$ cat config.mk
export PLATFORM = sky130hd
export DESIGN_NAME = adssr_regs
export DESIGN_NICKNAME = d
export VERILOG_FILES = /design/src/adssr_pkg.sv /design/src/adssr_stream_if.sv /design/src/adssr_stream_in.sv /design/src/adssr_regs.sv
export SDC_FILE = /design/constraint.sdc
export NUM_CORES = 1
export LEC_CHECK = 0
export BUFFER_PORTS_ARGS = -buffer_cell sky130_fd_sc_hd__buf_2
export CAP_MARGIN = 20
export CELL_PAD_IN_SITES_DETAIL_PLACEMENT = 0
export CELL_PAD_IN_SITES_GLOBAL_PLACEMENT = 2
export CORE_UTILIZATION = 30
export DETAILED_ROUTE_END_ITERATION = 6
export GPL_TIMING_DRIVEN = 1
export HOLD_SLACK_MARGIN = 0.05
export PLACE_DENSITY_LB_ADDON = 0.1
export SLEW_MARGIN = 30
export SYNTH_ARGS = -nofsm -noshare
export SYNTH_HDL_FRONTEND = slang
export SYNTH_SLANG_ARGS = --single-unit
$ cat constraint.sdc
create_clock -name clk -period 2.4 [get_ports clk]
set_clock_uncertainty 0.05 [all_clocks]
set_input_delay 0.48 -clock clk [delete_from_list [all_inputs] [get_ports clk]]
set_output_delay 0.48 -clock clk [all_outputs]
set_load 0.05 [all_outputs]
$ cat src/adssr_pkg.sv
// Constants and state types of the decoder status and stream register slice.
// Assumes an 8-bit register port with read data one cycle after the strobe.
package adssr_pkg;

  localparam int unsigned ADDR_W = 8;
  localparam int unsigned DATA_W = 8;
  localparam int unsigned NUM_EV = 5;

  // Register offsets
  localparam logic [ADDR_W-1:0] ADDR_STREAM  = 8'hac;
  localparam logic [ADDR_W-1:0] ADDR_REQSTA  = 8'haf;
  localparam logic [ADDR_W-1:0] ADDR_STATUS  = 8'hc8;
  localparam logic [ADDR_W-1:0] ADDR_IRQSTAT = 8'hd0;
  localparam logic [ADDR_W-1:0] ADDR_IRQCLR  = 8'hd1;
  localparam logic [ADDR_W-1:0] ADDR_IRQEN   = 8'hd2;
  localparam logic [ADDR_W-1:0] ADDR_CTRL    = 8'hd3;

  // Field positions of decoder_status_flags; interrupt registers share bits 7..3
  localparam int unsigned STA_ANC_BIT  = 7;
  localparam int unsigned STA_REQ_BIT  = 6;
  localparam int unsigned STA_LAY_BIT  = 5;
  localparam int unsigned STA_SYN_BIT  = 4;
  localparam int unsigned STA_CRC_BIT  = 3;
  localparam int unsigned STA_RATE_LSB = 1;
  localparam int unsigned STA_VER_BIT  = 0;
  localparam int unsigned EV_LSB       = 3;

  // Field positions of decoder_request_status
  localparam int unsigned REQ_FRAME_BIT = 4;
  localparam int unsigned REQ_BYTE_BIT  = 3;
  localparam int unsigned REQ_BOOT_BIT  = 0;

  // Field position of the control register
  localparam int unsigned CTRL_PLAYCRC_BIT = 0;

  // Values after reset
  localparam logic [DATA_W-1:0] STATUS_RST = 8'h01;
  localparam logic [DATA_W-1:0] REQSTA_RST = 8'h11;
  localparam logic [DATA_W-1:0] CTRL_RST   = 8'h00;
  localparam logic [NUM_EV-1:0] IRQEN_RST  = 5'h00;
  localparam logic [1:0]        RATE_RSVD  = 2'h3;

  typedef struct packed {
    logic              anc;
    logic              dataReq;
    logic              layErr;
    logic              synErr;
    logic              crcErr;
    logic [1:0]        rate;
    logic              ver;
    logic              frameReq;
    logic              bootBit;
    logic [NUM_EV-1:0] irqStat;
    logic [NUM_EV-1:0] irqEn;
    logic              playBadCrc;
    logic              reqPrev;
    logic              ancPrev;
    logic [DATA_W-1:0] rdData;
    logic              irq;
    logic              skipFrame;
  } adssr_main_t;

  typedef struct packed {
    logic [DATA_W-1:0] data;
    logic              pending;
    logic              byteReq;
  } adssr_stream_t;

  localparam adssr_main_t MAIN_RST = '{
    anc:        STATUS_RST[STA_ANC_BIT],
    dataReq:    STATUS_RST[STA_REQ_BIT],
    layErr:     STATUS_RST[STA_LAY_BIT],
    synErr:     STATUS_RST[STA_SYN_BIT],
    crcErr:     STATUS_RST[STA_CRC_BIT],
    rate:       STATUS_RST[STA_RATE_LSB +: 2],
    ver:        STATUS_RST[STA_VER_BIT],
    frameReq:   REQSTA_RST[REQ_FRAME_BIT],
    bootBit:    REQSTA_RST[REQ_BOOT_BIT],
    irqStat:    '0,
    irqEn:      IRQEN_RST,
    playBadCrc: CTRL_RST[CTRL_PLAYCRC_BIT],
    reqPrev:    1'b0,
    ancPrev:    1'b0,
    rdData:     '0,
    irq:        1'b0,
    skipFrame:  1'b0
  };

  localparam adssr_stream_t STREAM_RST = '{
    data:    '0,
    pending: 1'b0,
    byteReq: REQSTA_RST[REQ_BYTE_BIT]
  };

endpackage

$ cat src/adssr_stream_if.sv
// Link between the register slice and its stream input holder.
// Both ends run on the same clock; no crossing.
`timescale 1ns/1ps
`default_nettype none
interface adssr_stream_if;
  import adssr_pkg::*;
  logic              wrStrobe;
  logic [DATA_W-1:0] wrByte;
  logic              decReq;
  logic              byteTaken;
  logic [DATA_W-1:0] byteData;
  logic              byteValid;
  logic              byteReq;

  modport regs (
    output wrStrobe, wrByte, decReq, byteTaken,
    input  byteData, byteValid, byteReq
  );
  modport unit (
    input  wrStrobe, wrByte, decReq, byteTaken,
    output byteData, byteValid, byteReq
  );
endinterface
`default_nettype wire

$ cat src/adssr_stream_in.sv
// One-byte holder for the compressed stream and the byte-level request flag.
// Assumes the decoder pulses byteTaken for one cycle when it consumes the byte.
`timescale 1ns/1ps
`default_nettype none
module adssr_stream_in
  import adssr_pkg::*;
(
  // Clock and reset
  input  wire logic    clk,
  input  wire logic    rst,
  // Register slice side
  adssr_stream_if.unit sif
);

  adssr_stream_t s_r;
  adssr_stream_t s_nxt;

  always_comb begin
    s_nxt = s_r;
    if (sif.wrStrobe) begin
      s_nxt.data    = sif.wrByte;
      s_nxt.pending = 1'b1;
    end else if (sif.byteTaken) begin
      s_nxt.pending = 1'b0;
    end
    // Only one byte is held, so the request stays down until it is consumed
    s_nxt.byteReq = sif.decReq & ~s_nxt.pending;
  end

  always_ff @(posedge clk) begin
    if (rst) begin
      s_r <= STREAM_RST;
    end else begin
      s_r <= s_nxt;
    end
  end

  assign sif.byteData  = s_r.data;
  assign sif.byteValid = s_r.pending;
  assign sif.byteReq   = s_r.byteReq;

endmodule
`default_nettype wire

$ cat src/adssr_regs.sv
// Decoder status and stream input registers with their interrupt logic.
// Assumes decoder inputs come from logic on clk and need no synchroniser.
`timescale 1ns/1ps
`default_nettype none
module adssr_regs
  import adssr_pkg::*;
(
  // Clock and reset
  input  wire logic              clk,
  input  wire logic              rst,
  // Register port
  input  wire logic [ADDR_W-1:0] regAddr,
  input  wire logic [DATA_W-1:0] regWrData,
  input  wire logic              regWr,
  input  wire logic              regRd,
  output logic      [DATA_W-1:0] regRdData,
  // Decoder events and frame information
  input  wire logic              ancAvail,
  input  wire logic              decReq,
  input  wire logic              layerErr,
  input  wire logic              syncErr,
  input  wire logic              crcErr,
  input  wire logic              hdrValid,
  input  wire logic              hdrVersion,
  input  wire logic [1:0]        hdrRate,
  // Stream towards the decoder
  input  wire logic              byteTaken,
  output logic      [DATA_W-1:0] streamByte,
  output logic                   streamValid,
  // Decoder control
  output logic                   playBadCrc,
  output logic                   skipFrame,
  // Interrupt
  output logic                   irq
);

  function automatic logic hit(
    input logic [ADDR_W-1:0] addr,
    input logic [ADDR_W-1:0] off
  );
    hit = (addr == off);
  endfunction

  // Event bits in the order of status bits 7..3
  function automatic logic [NUM_EV-1:0] evPack(
    input logic a,
    input logic r,
    input logic l,
    input logic s,
    input logic c
  );
    evPack = {a, r, l, s, c};
  endfunction

  adssr_main_t s_r;
  adssr_main_t s_nxt;

  adssr_stream_if sif ();

  adssr_stream_in u_stream (
    .clk (clk),
    .rst (rst),
    .sif (sif)
  );

  logic              wrStream;
  logic              rdStatus;
  logic              reqRise;
  logic              ancRise;
  logic [NUM_EV-1:0] events;
  logic [DATA_W-1:0] statusVal;
  logic [DATA_W-1:0] reqStaVal;
  logic [DATA_W-1:0] irqStatVal;
  logic [DATA_W-1:0] irqEnVal;
  logic [DATA_W-1:0] ctrlVal;

  assign wrStream = regWr & hit(regAddr, ADDR_STREAM);
  assign rdStatus = regRd & hit(regAddr, ADDR_STATUS);

  // The request flag marks a new demand, not every cycle of it
  assign reqRise = decReq & ~s_r.reqPrev;
  assign ancRise = ancAvail & ~s_r.ancPrev;
  assign events  = evPack(ancRise, reqRise, layerErr, syncErr, crcErr);

  assign sif.wrStrobe  = wrStream;
  assign sif.wrByte    = regWrData;
  assign sif.decReq    = decReq;
  assign sif.byteTaken = byteTaken;

  always_comb begin
    statusVal                        = '0;
    statusVal[STA_ANC_BIT]           = s_r.anc;
    statusVal[STA_REQ_BIT]           = s_r.dataReq;
    statusVal[STA_LAY_BIT]           = s_r.layErr;
    statusVal[STA_SYN_BIT]           = s_r.synErr;
    statusVal[STA_CRC_BIT]           = s_r.crcErr;
    statusVal[STA_RATE_LSB +: 2]     = s_r.rate;
    statusVal[STA_VER_BIT]           = s_r.ver;
  end

  always_comb begin
    reqStaVal                = '0;
    reqStaVal[REQ_FRAME_BIT] = s_r.frameReq;
    reqStaVal[REQ_BYTE_BIT]  = sif.byteReq;
    reqStaVal[REQ_BOOT_BIT]  = s_r.bootBit;
  end

  always_comb begin
    irqStatVal                          = '0;
    irqStatVal[EV_LSB +: NUM_EV]        = s_r.irqStat;
    irqEnVal                            = '0;
    irqEnVal[EV_LSB +: NUM_EV]          = s_r.irqEn;
    ctrlVal                             = '0;
    ctrlVal[CTRL_PLAYCRC_BIT]           = s_r.playBadCrc;
  end

  always_comb begin
    s_nxt = s_r;

    s_nxt.reqPrev = decReq;
    s_nxt.ancPrev = ancAvail;

    // Level copy of the ancillary buffer state, never touched by reads
    s_nxt.anc = ancAvail;

    // Clear only when the flag was in the value returned; a new event wins
    s_nxt.dataReq = (s_r.dataReq & ~(rdStatus & s_r.dataReq))
                  | reqRise;
    s_nxt.layErr  = (s_r.layErr & ~(rdStatus & s_r.layErr))
                  | layerErr;
    s_nxt.synErr  = (s_r.synErr & ~(rdStatus & s_r.synErr))
                  | syncErr;
    s_nxt.crcErr  = (s_r.crcErr & ~(rdStatus & s_r.crcErr))
                  | crcErr;

    // A reserved rate code keeps the last valid frame information
    if (hdrValid && (hdrRate != RATE_RSVD)) begin
      s_nxt.ver  = hdrVersion;
      s_nxt.rate = hdrRate;
    end

    s_nxt.frameReq = decReq;

    // Reset marker in the low request bit drops at the first stream byte
    if (wrStream) begin
      s_nxt.bootBit = 1'b0;
    end

    // Interrupt status: write-one-to-clear, a same-cycle event stays set
    s_nxt.irqStat = s_r.irqStat | events;
    if (regWr && hit(regAddr, ADDR_IRQCLR)) begin
      s_nxt.irqStat = (s_r.irqStat & ~regWrData[EV_LSB +: NUM_EV]) | events;
    end

    if (regWr && hit(regAddr, ADDR_IRQEN)) begin
      s_nxt.irqEn = regWrData[EV_LSB +: NUM_EV];
    end

    if (regWr && hit(regAddr, ADDR_CTRL)) begin
      s_nxt.playBadCrc = regWrData[CTRL_PLAYCRC_BIT];
    end

    s_nxt.irq = |(s_nxt.irqStat & s_nxt.irqEn);

    // Tell the decoder to drop a bad frame unless playback is requested
    s_nxt.skipFrame = crcErr & ~s_r.playBadCrc;

    // Writes to the status address fall through here unchanged
    s_nxt.rdData = '0;
    if (regRd) begin
      case (regAddr)
        ADDR_STATUS: begin
          s_nxt.rdData = statusVal;
        end
        ADDR_REQSTA: begin
          s_nxt.rdData = reqStaVal;
        end
        ADDR_IRQSTAT: begin
          s_nxt.rdData = irqStatVal;
        end
        ADDR_IRQEN: begin
          s_nxt.rdData = irqEnVal;
        end
        ADDR_CTRL: begin
          s_nxt.rdData = ctrlVal;
        end
        default: begin
          s_nxt.rdData = '0;
        end
      endcase
    end
  end

  always_ff @(posedge clk) begin
    if (rst) begin
      s_r <= MAIN_RST;
    end else begin
      s_r <= s_nxt;
    end
  end

  assign regRdData   = s_r.rdData;
  assign irq         = s_r.irq;
  assign playBadCrc  = s_r.playBadCrc;
  assign skipFrame   = s_r.skipFrame;
  assign streamByte  = sif.byteData;
  assign streamValid = sif.byteValid;

endmodule
`default_nettype wire

==> impl_metrics.ini <==
[finish]
design_area_um2 = 2060
finalCoreUtilization_pct = 37.7
drive_gt1_share_pct = 31.3
instances_no_fill = 299
area_growth_pct = 21.0
n_antenna_cell = 0
fin_nets = 257

[setup_path]
crit_fanout = 5
slowest_delay_ps = 580
worstPathCellList = buf_2 -> or4b_4 -> nor3_4 -> mux2i_1 -> o22ai_1 -> o31a_1
critPathSlowestCell = or4b_4
cp.required_ps = 2520
critical_path.top_delay_family = simple AND/OR/NAND/NOR gates
worstSetupStartpointType = input pin
arrival_ps = 2220
crit_path_end_kind = register
criticalPathCategory = input pin to register
crit_buf_inv = 1

[sta]
setup_tns_ps = 0
min_period_ps = 2100
finalCritPeriodShare_pct = 87.5
relSlewSlack_pct = 60.9
max_freq_ghz = 0.476
hold_viol_final = 0
slew_violations = 0
rsz0062_at_grt = false
setup_viol_count_final = 0
worst_pin_slew_ps = 587

[global_route]
grt_usage_pct = 15.3
antenna_found_initial = 0
grt_pass1_wl_um = 7060
grt_overflow = 0
grt_max_degree = 32
grt_pass1_vias = 1438

[synth]
syn_area_um2 = 1700
synth_top_area_share_pct = 49.4
syn_area_per_cell_um2 = 9.41
ys_warn_count = 0
synthTopCellsByArea = dfxtp_1 (49%), mux2i_1 (8.2%), nor2_1 (7.3%), a21oi_1 (3.8%), buf_4 (3.5%)
syn_inst = 181
yosysUniqueCellTypes = 30
synth_fp_nets = 211
synth_top_area_cell = dfxtp_1
yosys_register_bits = 42
yosysSeqAreaShare_pct = 49.4

[route]
drtIter0Drc = 39
vias = 1400
viasPerCell = 4.68
drc = 0
wl_per_cell_um = 14.3
routed_wl_um = 4280
postRouteAntennaNets = 0
firstDrtPassIters = 4

[clocking]
numCtsBuffers = 5
cts_setup_buffers = 0
clk_path_buf_depth = 2
clock_sinks = 42
htree_levels = 2
cts.repair.resized = 0
cts_tree = done
ctsHoldBuffers = 0
path_clk_slew_ps = 70
worstSkewPairLatency_ps = 280
cts-root-buf = clkbuf_8

[run_status]
run_status = finished, final reports clean

[floorplanning]
row_count = 27
die_y_um = 77.3
io_pins = 50
initial_core_util_pct = 31.1
core_um2 = 5470
die_x_um = 77.3
die-area_um2 = 5980

[power]
power.density_nw_per_um2 = 603
p_leak_nw = 0.876
vdd_drop_max_mv = 0.242

[placement]
port_buffers = 49
place_congestion = 0.793
hpwlAfterDp_um = 3220
dp_cells = 292
dpl_cell_area_um2 = 1980

[hold_path]
hp-class = input pin to register

[flow_run]
max-cap-violations = 0
==> stage by stage <==
step                      hold WS (ps)  total power, W  setup WS, ps
after floorplan                    382        0.000793           284
after global placement             403        0.000842          63.6
after detailed placement           400        0.000844          13.7
after CTS                          355         0.00126           320
after global routing               358         0.00131           224
final                              368         0.00124           300
==> worst paths after layout <==
kind | from | to | slack [ps] | cells past startpoint
min reg2reg | s_r[29] | regRdData[4] | 410 | 2
min | decReq | reqStaVal[4] | 370 | 2
max | regAddr[5] | irq | 300 | 6
max reg2reg | s_r[10] | irq | 1270 | 4
==> where the power goes <==
part           switching, W  internal, W  total [W]
Clock              0.000214     0.000200   0.000414
Combinational     0.0000605    0.0000431   0.000104
Sequential       0.00000926     0.000716   0.000725
Total              0.000284     0.000959    0.00124
==> Yosys cell counts (all sizes together) <==
master	number
a21oi	13
a22oi	6
and3	2
and3b	3
and4	1
buf	9
clkbuf	5
dfxtp	42
inv	3
mux2	5
mux2i	14
nand2	10
nand3	3
nand3b	1
nand4	6
nor2	33
nor2b	9
nor3	3
nor3b	5
o21a	1
o21ai	2
o22ai	2
o31a	1
or2	1
or4b	1
==> area by class of cell <==
class,count,area (um2)
Inverter,3,11.3
Tap cell,72,90.1
Sequential cell,42,841
Fill cell,585,3410
Multi-Input combinational cell,122,767
Clock buffer,7,76.3
Timing Repair Buffer,53,275
==> cell families after synthesis <==
family          Yosys count  synth area share, %
compound gates           25                 8.96
buf+inv                  17                 5.58
flops                    42                 49.4
mux                      19                 11.5
simple gates             78                 24.5
==> layout by cell type, fill, tap and decap left out, types with 2 or more instances in the layout <==
cell type / instances
buf_2: 49
dfxtp_1: 42
nor2_1: 33
mux2i_1: 14
a21oi_1: 13
nand2_1: 10
nor2b_1: 9
nand4_1: 6
a22oi_1: 6
mux2_2: 5
clkbuf_8: 5
nor3b_1: 4
buf_4: 4
inv_1: 3
nand3_1: 3
and3b_1: 2
nor3_1: 2
o22ai_1: 2
and3_2: 2
clkbuf_1: 2
==> routing by layer <==
| layer | up-vias | share of wire, % | global-route usage (%) |
|---|---|---|---|
| li1 | 708 | - | - |
| met1 | 642 | 49 | 21.3 |
| met2 | 46 | 44 | 22.1 |
| met3 | 4 | 5.2 | 4.12 |
| met4 | 0 | 1.3 | 6.60 |
| met5 | - | 0 | 0 |
==> state kept, by name (all words and copies together), names as in the netlist <==
register / cells
s_r: 9
regRdData: 8
u_stream.sif.byteData: 8
irqEnVal: 5
irqStatVal: 5
reqStaVal: 2
irq: 1
playBadCrc: 1
skipFrame: 1
u_stream.sif.byteReq: 1
u_stream.sif.byteValid: 1
No activity file was read; power rests on OpenSTA's default activity.
